$ cat src/core/pss_pkg.sv
// What this block does
// - Three states only: awake, light sleep, deep sleep; halt command leaves awake.
// - Awake strobe clock divides the system clock to about 640 kHz, 600-650 kHz.
// - In either sleep state the strobe clock stops and sits high.
// - Timekeeping counter runs in every state; only reset clears it.
// - Divide the 32.768 kHz reference to a 512 Hz tick.
// - Keyboard entry, interrupt or due alarm always brings either sleep state back to awake.
// - Awake: processor, strobe, command/data line and bus active; display powered, driven.
// - In sleep the bus is precharged low, then held low through a weak pull.
// - In light sleep the wake timer wakes the processor after 0.5 s.
// - Light sleep ends on key or service request, or 10 minute idle forces deep sleep.
// - In deep sleep the display is unpowered and undriven, drive lines held high.
// - Wake timer maximum is four hours; deep sleep wakes at that interval, then reloads.
// - Deep sleep ends on internal interrupt; power key moves it to light sleep.
// - Module insert or removal pulses the interrupt line low briefly.
package pss_pkg;
  localparam int CLK_HZ = 10_000_000;
  localparam int STROBE_HZ = 640_000;
  // Rounded to nearest: 8 cycles per half period gives 625 kHz
  localparam int STROBE_HALF = (CLK_HZ + STROBE_HZ) / (2 * STROBE_HZ);
  localparam int REF_HZ = 32_768;
  localparam int TICK_HZ = 512;
  localparam int REF_DIV = REF_HZ / TICK_HZ;
  localparam int HALF_SEC_MS = 500;
  localparam int IDLE_MIN = 10;
  localparam int MAX_HOURS = 4;
  localparam int HALF_TICKS = TICK_HZ * HALF_SEC_MS / 1000;
  localparam int IDLE_TICKS = IDLE_MIN * 60 * TICK_HZ;
  localparam int MAX_TICKS = MAX_HOURS * 3600 * TICK_HZ;
  localparam int TMR_W = 23;
  localparam int TIME_W = 32;
  localparam int PRECHARGE_CYCLES = 1;
  localparam int INT_PULSE_CYCLES = 4;
  localparam logic [3:0] BUS_LOW = 4'h0;

  typedef enum logic [1:0] {
    PSS_AWAKE = 2'h0,
    PSS_LIGHT = 2'h1,
    PSS_DEEP = 2'h2
  } pss_state_t;
endpackage

$ cat src/core/pss_div_if.sv
`timescale 1ns/1ns
`default_nettype none
interface pss_div_if;
  logic step;
  logic tick;
  modport src (output step, input tick);
  modport div (input step, output tick);
endinterface
`default_nettype wire

$ cat src/core/pss_divider.sv
`timescale 1ns/1ns
`default_nettype none
module pss_divider #(
  parameter int N = 2
) (
  input wire logic clock_i,
  input wire logic resetn_i,
  input wire logic run_i,
  pss_div_if.div d
);
  logic [$clog2(N+1)-1:0] count;

  // Restarts whenever run drops, so each run begins with a full period
  always_ff @(posedge clock_i) begin
    if (!resetn_i || !run_i) begin
      count <= '0;
    end else if (d.step) begin
      if (count == ($clog2(N+1))'(N - 1)) begin
        count <= '0;
      end else begin
        count <= count + 1'b1;
      end
    end
  end

  assign d.tick = run_i && d.step && (count == ($clog2(N+1))'(N - 1));
endmodule
`default_nettype wire

$ cat src/core/pss_sequencer.sv
`timescale 1ns/1ns
`default_nettype none
module pss_sequencer
  import pss_pkg::*;
#(
  parameter int HALF_T = HALF_TICKS,
  parameter int IDLE_T = IDLE_TICKS,
  parameter int MAX_T = MAX_TICKS
) (
  input wire logic clock_i,
  input wire logic resetn_i,
  input wire logic ref_clock_i,
  input wire logic halt_command_i,
  input wire logic key_entry_i,
  input wire logic power_key_i,
  input wire logic interrupt_i,
  input wire logic alarm_due_i,
  input wire logic module_change_i,
  input wire logic command_data_i,
  input wire logic [3:0] bus_data_i,
  output logic [1:0] state_o,
  output logic cpu_run_o,
  output logic bus_strobe_clock_o,
  output logic strobe_oe_o,
  output logic command_data_line_o,
  output logic command_data_oe_o,
  output logic [3:0] bus_o,
  output logic bus_oe_o,
  output logic bus_pull_low_o,
  output logic display_power_o,
  output logic display_drive_o,
  output logic display_lines_high_o,
  output logic tick512_o,
  output logic timer_wake_o,
  output logic interrupt_line_n_o,
  output logic [TIME_W-1:0] time_count_o
);
  pss_state_t state;
  pss_state_t next_state;
  pss_div_if strobe_div ();
  pss_div_if tick_div ();
  logic ref_prev;
  logic [TMR_W-1:0] wake_count;
  logic [TMR_W-1:0] idle_count;
  logic idle_expired;
  logic user_awake;
  logic timer_due;
  logic user_wake;
  logic [1:0] precharge;
  logic [2:0] int_count;

  assign strobe_div.step = 1'b1;
  assign tick_div.step = ref_clock_i && !ref_prev;
  assign user_wake = key_entry_i || interrupt_i || alarm_due_i || module_change_i;
  assign timer_due = tick_div.tick && (wake_count == TMR_W'(1));
  assign idle_expired = (idle_count == TMR_W'(IDLE_T));

  pss_divider #(.N(STROBE_HALF)) u_strobe_div (
    .clock_i(clock_i),
    .resetn_i(resetn_i),
    .run_i(state == PSS_AWAKE),
    .d(strobe_div)
  );

  pss_divider #(.N(REF_DIV)) u_tick_div (
    .clock_i(clock_i),
    .resetn_i(resetn_i),
    .run_i(1'b1),
    .d(tick_div)
  );

  always_comb begin
    next_state = state;
    case (state)
      PSS_AWAKE: begin
        if (halt_command_i) begin
          next_state = idle_expired ? PSS_DEEP : PSS_LIGHT;
        end
      end
      PSS_LIGHT: begin
        if (user_wake || timer_due) begin
          next_state = PSS_AWAKE;
        end else if (idle_expired) begin
          next_state = PSS_DEEP;
        end
      end
      PSS_DEEP: begin
        if (user_wake || timer_due) begin
          next_state = PSS_AWAKE;
        end else if (power_key_i) begin
          next_state = PSS_LIGHT;
        end
      end
      default: next_state = PSS_AWAKE;
    endcase
  end

  always_ff @(posedge clock_i) begin
    if (!resetn_i) begin
      state <= PSS_AWAKE;
    end else begin
      state <= next_state;
    end
  end

  always_ff @(posedge clock_i) begin
    if (!resetn_i) begin
      ref_prev <= 1'b0;
      tick512_o <= 1'b0;
      time_count_o <= '0;
    end else begin
      ref_prev <= ref_clock_i;
      if (tick_div.tick) begin
        tick512_o <= !tick512_o;
        time_count_o <= time_count_o + 1'b1;
      end
    end
  end

  // Wake timer: half second into light sleep, maximum into deep sleep
  always_ff @(posedge clock_i) begin
    if (!resetn_i) begin
      wake_count <= '0;
    end else if (next_state == PSS_LIGHT && state != PSS_LIGHT) begin
      wake_count <= TMR_W'(HALF_T);
    end else if (next_state == PSS_DEEP && state != PSS_DEEP) begin
      wake_count <= TMR_W'(MAX_T);
    end else if (tick_div.tick && wake_count != '0) begin
      wake_count <= wake_count - 1'b1;
    end
  end

  // Idle time keeps running across cursor-blink wakes, not across user wakes
  always_ff @(posedge clock_i) begin
    if (!resetn_i) begin
      user_awake <= 1'b1;
      idle_count <= '0;
    end else if (user_wake || (state == PSS_DEEP && power_key_i)) begin
      user_awake <= 1'b1;
      idle_count <= '0;
    end else if (state == PSS_AWAKE && halt_command_i) begin
      user_awake <= 1'b0;
    end else if (tick_div.tick && !user_awake && !idle_expired) begin
      idle_count <= idle_count + 1'b1;
    end
  end

  always_ff @(posedge clock_i) begin
    if (!resetn_i) begin
      timer_wake_o <= 1'b0;
    end else begin
      timer_wake_o <= timer_due && state != PSS_AWAKE && !user_wake;
    end
  end

  always_ff @(posedge clock_i) begin
    if (!resetn_i) begin
      bus_strobe_clock_o <= 1'b1;
    end else if (next_state != PSS_AWAKE) begin
      bus_strobe_clock_o <= 1'b1;
    end else if (strobe_div.tick) begin
      bus_strobe_clock_o <= !bus_strobe_clock_o;
    end
  end

  always_ff @(posedge clock_i) begin
    if (!resetn_i) begin
      state_o <= PSS_AWAKE;
      cpu_run_o <= 1'b1;
      strobe_oe_o <= 1'b1;
      command_data_line_o <= 1'b1;
      command_data_oe_o <= 1'b1;
      display_power_o <= 1'b1;
      display_drive_o <= 1'b1;
      display_lines_high_o <= 1'b0;
    end else begin
      state_o <= next_state;
      cpu_run_o <= next_state == PSS_AWAKE;
      // Sleep releases both lines; the weak pull-ups hold them high
      strobe_oe_o <= next_state == PSS_AWAKE;
      command_data_oe_o <= next_state == PSS_AWAKE;
      command_data_line_o <= next_state == PSS_AWAKE ? command_data_i : 1'b1;
      display_power_o <= next_state != PSS_DEEP;
      display_drive_o <= next_state != PSS_DEEP;
      display_lines_high_o <= next_state == PSS_DEEP;
    end
  end

  // Bus: driven low for the precharge, then released to the weak pull-down
  always_ff @(posedge clock_i) begin
    if (!resetn_i) begin
      precharge <= '0;
      bus_o <= BUS_LOW;
      bus_oe_o <= 1'b0;
      bus_pull_low_o <= 1'b0;
    end else if (next_state == PSS_AWAKE) begin
      precharge <= 2'(PRECHARGE_CYCLES);
      bus_o <= bus_data_i;
      bus_oe_o <= 1'b1;
      bus_pull_low_o <= 1'b0;
    end else begin
      bus_o <= BUS_LOW;
      bus_pull_low_o <= 1'b1;
      bus_oe_o <= precharge != '0;
      if (precharge != '0) begin
        precharge <= precharge - 1'b1;
      end
    end
  end

  always_ff @(posedge clock_i) begin
    if (!resetn_i) begin
      int_count <= '0;
      interrupt_line_n_o <= 1'b1;
    end else if (module_change_i) begin
      int_count <= 3'(INT_PULSE_CYCLES - 1);
      interrupt_line_n_o <= 1'b0;
    end else if (int_count != '0) begin
      int_count <= int_count - 1'b1;
    end else begin
      interrupt_line_n_o <= 1'b1;
    end
  end
endmodule
`default_nettype wire

$ cat config.mk
export PLATFORM = sky130hd
export DESIGN_NAME = pss_sequencer
export DESIGN_NICKNAME = d
export VERILOG_FILES = /design/src/core/pss_pkg.sv /design/src/core/pss_div_if.sv /design/src/core/pss_divider.sv /design/src/core/pss_sequencer.sv
export SDC_FILE = /design/constraint.sdc
export NUM_CORES = 1
export LEC_CHECK = 0
export BUFFER_PORTS_ARGS = -buffer_cell sky130_fd_sc_hd__buf_2
export CORE_ASPECT_RATIO = 1.1
export CORE_MARGIN = 2
export CORE_UTILIZATION = 25
export CTS_BUF_LIST = sky130_fd_sc_hd__clkbuf_8
export CTS_CLUSTER_DIAMETER = 80
export CTS_CLUSTER_SIZE = 25
export DETAILED_ROUTE_END_ITERATION = 10
export GPL_TIMING_DRIVEN = 0
export SLEW_MARGIN = 10
export SYNTH_ARGS = -nofsm -noshare
export SYNTH_HDL_FRONTEND = slang
export SYNTH_SLANG_ARGS = --single-unit
$ cat constraint.sdc
create_clock -name clock_i -period 2.6 [get_ports clock_i]
set_clock_uncertainty 0.2 [all_clocks]
set_input_delay 0.26 -clock clock_i [delete_from_list [all_inputs] [get_ports clock_i]]
set_output_delay 0.26 -clock clock_i [all_outputs]
set_load 0.05 [all_outputs]
==> results of run 1 <==
## metal layers
layer / vias up / wire length, µm / global-route usage [%]
met3: 13 / 586 / 2.53
met2: 85 / 6650 / 20.6
met4: 0 / 189 / 4.62
met1: 2280 / 6190 / 15.8
li1: 2449 / - / -
met5: - / 0 / 0
## cells in the mapped netlist (18+ instances only)
library cell,n,area [µm²]
a21oi_1,36,180
clkbuf_1,25,93.8
dfxtp_1,112,2240
inv_1,20,75.1
nand2_1,33,124
nand3_1,25,125
nor2_1,51,191
nor3_1,24,120
nor4_1,22,138
o21ai_0,25,125
or3_1,18,113
xnor2_1,28,245
xor2_1,23,201
## area by class of cell
cell class | count | area (µm²) | share of cell area (%)
timing repair buffer | 89 | 534 | 8.10
inverter | 21 | 78.8 | 1.19
buffer | 26 | 135 | 2.05
tap | 285 | 357 | 5.41
multi-input combinational | 450 | 3060 | 46.3
clock buffer | 9 | 124 | 1.88
sequential | 112 | 2250 | 34.1
clock inverter | 7 | 61.3 | 0.929
## registers in the layout, summed over array words and instances (netlist names), 3 cells and up
signal              flops
wake_count             23
idle_count             23
u_tick_div.count        7
time_count_o           32
int_count               3
u_strobe_div.count      4
bus_o                   4
## what timing repair did
action                                 4_1_cts  5_1_grt
hold buffers                                 9        0
buffers inserted                             6       10
resized for setup                           24       41
pin swaps                                    4        7
setup endpoints to repair                   59       53
gates cloned                                 0        0
endpoints found under the hold margin       13        0
## power by group through the flow
stage	combinational [W]	sequential (W)	clock, W
after global routing	0.000244	0.00176	0.00113
after CTS	0.000218	0.00175	0.00106
after global placement	0.000194	0.00179	0
after detailed placement	0.000196	0.00179	0
after floorplan	0.000108	0.00182	0
final	0.000223	0.00175	0.00102
## cell families after synthesis
kind of cell    share of synthesized area (%)
simple gates                             28.2
compound gates                           14.2
flops                                    42.2
xor+xnor                                 8.40
buf+inv                                  3.76
fa+ha+maj                                2.59
mux                                     0.753
## critical path, stage by stage, from the launching register on
cell,delay (ns)
dfxtp_4,0.37
or4_4,0.58
or4_4,0.45
or4_4,0.43
or3_4,0.37
a211oi_2,0.20
## how the worst max path moves through the flow
stage          depth (start not counted)                          end                  startpoint
2_1_floorplan                          5  wake_count[19]$_SDFFE_PP0P_  wake_count[9]$_SDFFE_PP0P_
3_3_place_gp                           7        state_o[1]$_SDFF_PN0_  wake_count[9]$_SDFFE_PP0P_
3_5_place_dp                           7   wake_count[6]$_SDFFE_PP0P_  wake_count[9]$_SDFFE_PP0P_
4_1_cts                                5  wake_count[19]$_SDFFE_PP0P_  wake_count[9]$_SDFFE_PP0P_
5_1_grt                                5  wake_count[19]$_SDFFE_PP0P_  wake_count[9]$_SDFFE_PP0P_
6_report                               5  wake_count[19]$_SDFFE_PP0P_  wake_count[9]$_SDFFE_PP0P_
## stage by stage
step | setup slack [ns] | hold slack [ns] | TNS (ns)
global placement | -0.350 | 0.234 | -11.71
CTS | -0.0753 | 0.0185 | -0.0753
global route | -0.136 | 0.0461 | -0.485
finish | -0.0811 | 0.0539 | -0.0811
floorplan | 0.0359 | 0.139 | 0
detailed placement | -0.366 | 0.240 | -11.81
==> results.sh, run 1 <==
export IMPL_routed_wl_um=13600
export IMPL_gr_usage_all_layers_pct=12.4
export IMPL_portBuffers=64
export IMPL_fin_nets=734
export IMPL_p_per_area_nw_per_um2=454
export IMPL_post_route_period_util_pct=103
export IMPL_ys_seq_area_share_pct=42.2
export IMPL_cts_made_buffers=9
export IMPL_cts_sinks=112
export IMPL_start_util_pct=25.7
export IMPL_grt_ovfl_total=0
export IMPL_worstReg2RegStart="wake_count[9]$_SDFFE_PP0P_"
export IMPL_combPwrFrac_pct=7.4
export IMPL_grt_pass1_vias=4461
export IMPL_regToRegSetupSlack_ns=-0.08
export IMPL_max_freq_mhz=373
export IMPL_power_leakage_nw=2.31
export IMPL_placedInstanceArea_um2=6000
export IMPL_clk_latency_ns=0.39
export IMPL_antenna_cells=0
export IMPL_synthDistinctLibCells=54
export IMPL_p_switching_w=0.000809
export IMPL_gp_congestion=0.800
export IMPL_syn_to_final_growth_pct=24.0
export IMPL_holdPathStages=3
export IMPL_grt_pass1_wl_um=22200
export IMPL_worst_pin_slew_ns=0.587
export IMPL_first_iter_violations=303
export IMPL_cap_viol_max_count=0
export IMPL_crit_path_end_kind="flop"
export IMPL_finalHoldViolCount=0
export IMPL_grt_start_max_net_pins=21
export IMPL_hp_class="primary input to flop"
export IMPL_wl_per_cell_um=13.6
export IMPL_htreeDepth=3
export IMPL_yosysWarnings=0
export IMPL_fp_row_count=55
export IMPL_clkPwrFrac_pct=34.1
export IMPL_viasPerCell=4.83
export IMPL_cts_reportedPaths_clkPinSlew_ns=0.11
export IMPL_drc_errors=0
export IMPL_drtAntennaViolNets=0
export IMPL_fin_area_um2=6600
export IMPL_core_area_um2=20700
export IMPL_p_seq_share_pct=58.5
export IMPL_relSlewSlack_pct=60.5
export IMPL_crit_type="flop to flop"
export IMPL_clockBufferDepth=2
export IMPL_final_util_pct=31.8
export IMPL_layout_common_cells="107 x dfxtp_1, 65 x buf_2, 50 x nor2_1, 36 x a21oi_1, 33 x nand2_1"
export IMPL_crit_fanout=6
export IMPL_ios=65
export IMPL_drive_gt1_share_pct=21.8
export IMPL_dp_hpwl_um=9450
export IMPL_synthFlopType="dfxtp_1"
export IMPL_dr_total_vias=4827
export IMPL_startpoint_type="flop"
export IMPL_dieArea_um2=22500
export IMPL_clockRootBuffer="clkbuf_8"
export IMPL_syn_nets=637
export IMPL_finalSetupViolCount=1
export IMPL_netlist_area_um2=5320
export IMPL_hold_path_startpoint="resetn_i"
export IMPL_fillCellCount=2169
export IMPL_setup_ws_ns=-0.0811
export IMPL_synth_cells=612
export IMPL_worstPathArrival_ns=2.80
export IMPL_outcome="complete, but fails checks"
export IMPL_worstRegToRegCells=5
export IMPL_r2r_end="wake_count[19]$_SDFFE_PP0P_"
export IMPL_fp_dieH_um=157
export IMPL_tritoncts="done"
export IMPL_cp_required_ns=2.72
export IMPL_fin_crit_ns=2.68
export IMPL_drv_slew=0
export IMPL_rsz0062_at_grt="yes"
export IMPL_instances_no_fill=999
export IMPL_synth_edf_count=0
export IMPL_ys_ff_latch=112
export IMPL_violations="setup timing"
export IMPL_async_flop_share_pct=0
export IMPL_dieWidth_um=143
export IMPL_final_common_cell="dfxtp_1"
export IMPL_placedCellCount=961
export IMPL_power_w=0.00300
export IMPL_intPower_w=0.00219
export IMPL_grt_antenna_before_repair=0
export IMPL_swShare_pct=27.0
export IMPL_avgSynthCellArea_um2=8.69
export IMPL_peakVddDrop_mv=0.235
export IMPL_hold_path_end="wake_count[6]$_SDFFE_PP0P_"
export IMPL_dr_pass1_iters=5
Note: power is estimated with default switching activity, not from simulation.
==> run 2, diff against run 1 <==
- CORE_UTILIZATION: 25 -> 50
- PLACE_DENSITY: not set -> 0.71
==> results.sh, run 2 (same netlist as run 1, synthesis figures left out) <==
export IMPL_wl_per_cell_um=15.9
export IMPL_outcome="complete, but fails checks"
export IMPL_startpoint_type="flop"
export IMPL_fp_row_count=39
export IMPL_dieArea_um2=11500
export IMPL_max_freq_mhz=378
export IMPL_finalHoldViolCount=0
export IMPL_antenna_cells=0
export IMPL_dr_pass1_iters=5
export IMPL_p_per_area_nw_per_um2=462
export IMPL_clk_latency_ns=0.39
export IMPL_htreeDepth=3
export IMPL_dieWidth_um=102
export IMPL_worst_pin_slew_ns=0.866
export IMPL_clockRootBuffer="clkbuf_8"
export IMPL_cp_required_ns=2.71
export IMPL_largest_reg_flops=32
export IMPL_setup_tns_ns=-0.0421
export IMPL_crit_path_end_kind="flop"
export IMPL_peakVddDrop_mv=0.308
export IMPL_cts_sinks=112
export IMPL_finalSetupViolCount=1
export IMPL_cap_viol_max_count=0
export IMPL_drtAntennaViolNets=0
export IMPL_cts_made_buffers=9
export IMPL_cts_reportedPaths_clkPinSlew_ns=0.10
export IMPL_layout_common_cells="101 x dfxtp_1, 66 x buf_2, 50 x nor2_1, 36 x a21oi_1, 33 x nand2_1"
export IMPL_swShare_pct=26.1
export IMPL_max_flop_register="time_count_o"
export IMPL_grt_pass1_wl_um=22500
export IMPL_setup_worst_path_end="wake_count[19]$_SDFFE_PP0P_"
export IMPL_combPwrFrac_pct=7.8
export IMPL_post_route_period_util_pct=102
export IMPL_pre_cts_slack_ns=-0.485
export IMPL_regToRegSetupSlack_ns=-0.04
export IMPL_dr_total_vias=5045
export IMPL_power_w=0.00298
export IMPL_grt_ovfl_total=0
export IMPL_clkPwrFrac_pct=33.4
export IMPL_fp_dieH_um=112
export IMPL_violations="setup timing"
export IMPL_hold_ws_ns=0.0211
export IMPL_p_seq_share_pct=58.8
export IMPL_routed_wl_um=13700
export IMPL_ios=65
export IMPL_gp_congestion=0.837
export IMPL_grt_antenna_before_repair=0
export IMPL_clockBufferDepth=2
export IMPL_first_iter_violations=359
export IMPL_worstPathArrival_ns=2.75
export IMPL_r2r_end="wake_count[19]$_SDFFE_PP0P_"
export IMPL_hp_class="primary input to flop"
export IMPL_drc_errors=0
export IMPL_worstReg2RegStart="wake_count[10]$_SDFFE_PP0P_"
export IMPL_rsz0062_at_grt="yes"
export IMPL_viasPerCell=5.89
export IMPL_final_common_cell="dfxtp_1"
export IMPL_worstRegToRegCells=5
export IMPL_cp_startpoint="wake_count[10]$_SDFFE_PP0P_"
export IMPL_crit_type="flop to flop"
export IMPL_drive_gt1_share_pct=22.8
export IMPL_top_regs="time_count_o x32, idle_count x23, wake_count x23"
export IMPL_fin_nets=734
export IMPL_power_leakage_nw=2.32
export IMPL_grt_start_max_net_pins=19
export IMPL_p_switching_w=0.000778
export IMPL_crit_fanout=5
export IMPL_fin_crit_ns=2.64
export IMPL_intPower_w=0.00220
export IMPL_core_area_um2=10400
export IMPL_syn_to_final_growth_pct=21.3
export IMPL_tritoncts="done"
export IMPL_setup_ws_ns=-0.0421
export IMPL_drv_slew=0
export IMPL_portBuffers=64
export IMPL_dp_hpwl_um=9450
export IMPL_gr_usage_all_layers_pct=24.3
export IMPL_grt_pass1_vias=4672
export IMPL_relSlewSlack_pct=41.7
export IMPL_start_util_pct=51.2
run 2: changes by cell type in the layout (fill, tap and decap cells not counted), sizes merged:
cell / previous run / this run
buf: 85 / 91
clkbuf: 30 / 27
clkinv: 2 / 4
clkinvlp: 2 / 0
dlygate4sd3: 9 / 7
inv: 24 / 23
run 2: worst min-delay path by stage:
| stage | startpoint | end | slack [ns] | cells after the start |
|---|---|---|---|---|
| 4_1_cts | halt_command_i | user_awake$_SDFFE_PP1P_ | 0.008 | 3 |
| 2_1_floorplan | module_change_i | int_count[2]$_SDFFE_PP0N_ | 0.14 | 1 |
| 5_1_grt | resetn_i | wake_count[6]$_SDFFE_PP0P_ | 0.02 | 3 |
| 6_report | halt_command_i | user_awake$_SDFFE_PP1P_ | 0.02 | 3 |
| 3_5_place_dp | u_strobe_div.count[0]$_SDFF_PP0_ | u_strobe_div.count[0]$_SDFF_PP0_ | 0.24 | 1 |
| 3_3_place_gp | u_tick_div.count[6]$_SDFFE_PN0P_ | u_tick_div.count[6]$_SDFFE_PN0P_ | 0.23 | 2 |
run 2: final cells by class:
type                    count  area, µm²
plain buffers              27        150
clock buffers              10        138
clock inverters             6       42.5
fillers                   940       3940
inverters                  21       78.8
multi-input cells         450       3090
flip-flops and latches    112       2260
well taps                 143        179
repair buffers             88        513
run 2: power groups by stage:
stage | registers [W] | logic (W) | clock network, W
6_report | 0.00175 | 0.000234 | 0.000995
5_1_grt | 0.00176 | 0.000256 | 0.00110
4_1_cts | 0.00175 | 0.000215 | 0.00102
2_1_floorplan | 0.00182 | 0.000108 | 0
3_3_place_gp | 0.00179 | 0.000190 | 0
3_5_place_dp | 0.00179 | 0.000198 | 0
run 2: what timing repair did:
action | in CTS | in global routing
gates cloned | 0 | 2
endpoints found under the setup margin | 55 | 61
resized for setup | 30 | 59
hold buffers | 7 | 0
setup buffers | 4 | 11
pin swaps | 4 | 11
hold endpoints to repair | 10 | 0
run 2: layer usage:
| metal | vias up | global-route usage, % | part of all wire, % |
|---|---|---|---|
| li1 | 2446 | - | - |
| met1 | 2416 | 33.6 | 45 |
| met2 | 166 | 38.9 | 49 |
| met3 | 17 | 3.24 | 5.3 |
| met4 | 0 | 8.27 | 1.3 |
| met5 | - | 0 | 0 |
run 2: per-stage QoR:
| stage | area, µm² | std cells | util [%] |
|---|---|---|---|
| floorplan | 5320 | 612 | - |
| global placement | 5820 | 819 | 56.0 |
| detailed placement | 5820 | 819 | 56.0 |
| CTS | 6200 | 845 | 59.7 |
| global route | 6450 | 857 | 62.1 |
| finish | 6450 | 857 | 62.1 |
run 2: worst max-delay path, stage by stage (launching register included):
cell      delay (ns)
dfxtp_4         0.37
or4_4           0.54
or4_4           0.45
or4_4           0.43
or3_1           0.37
a211oi_2        0.21
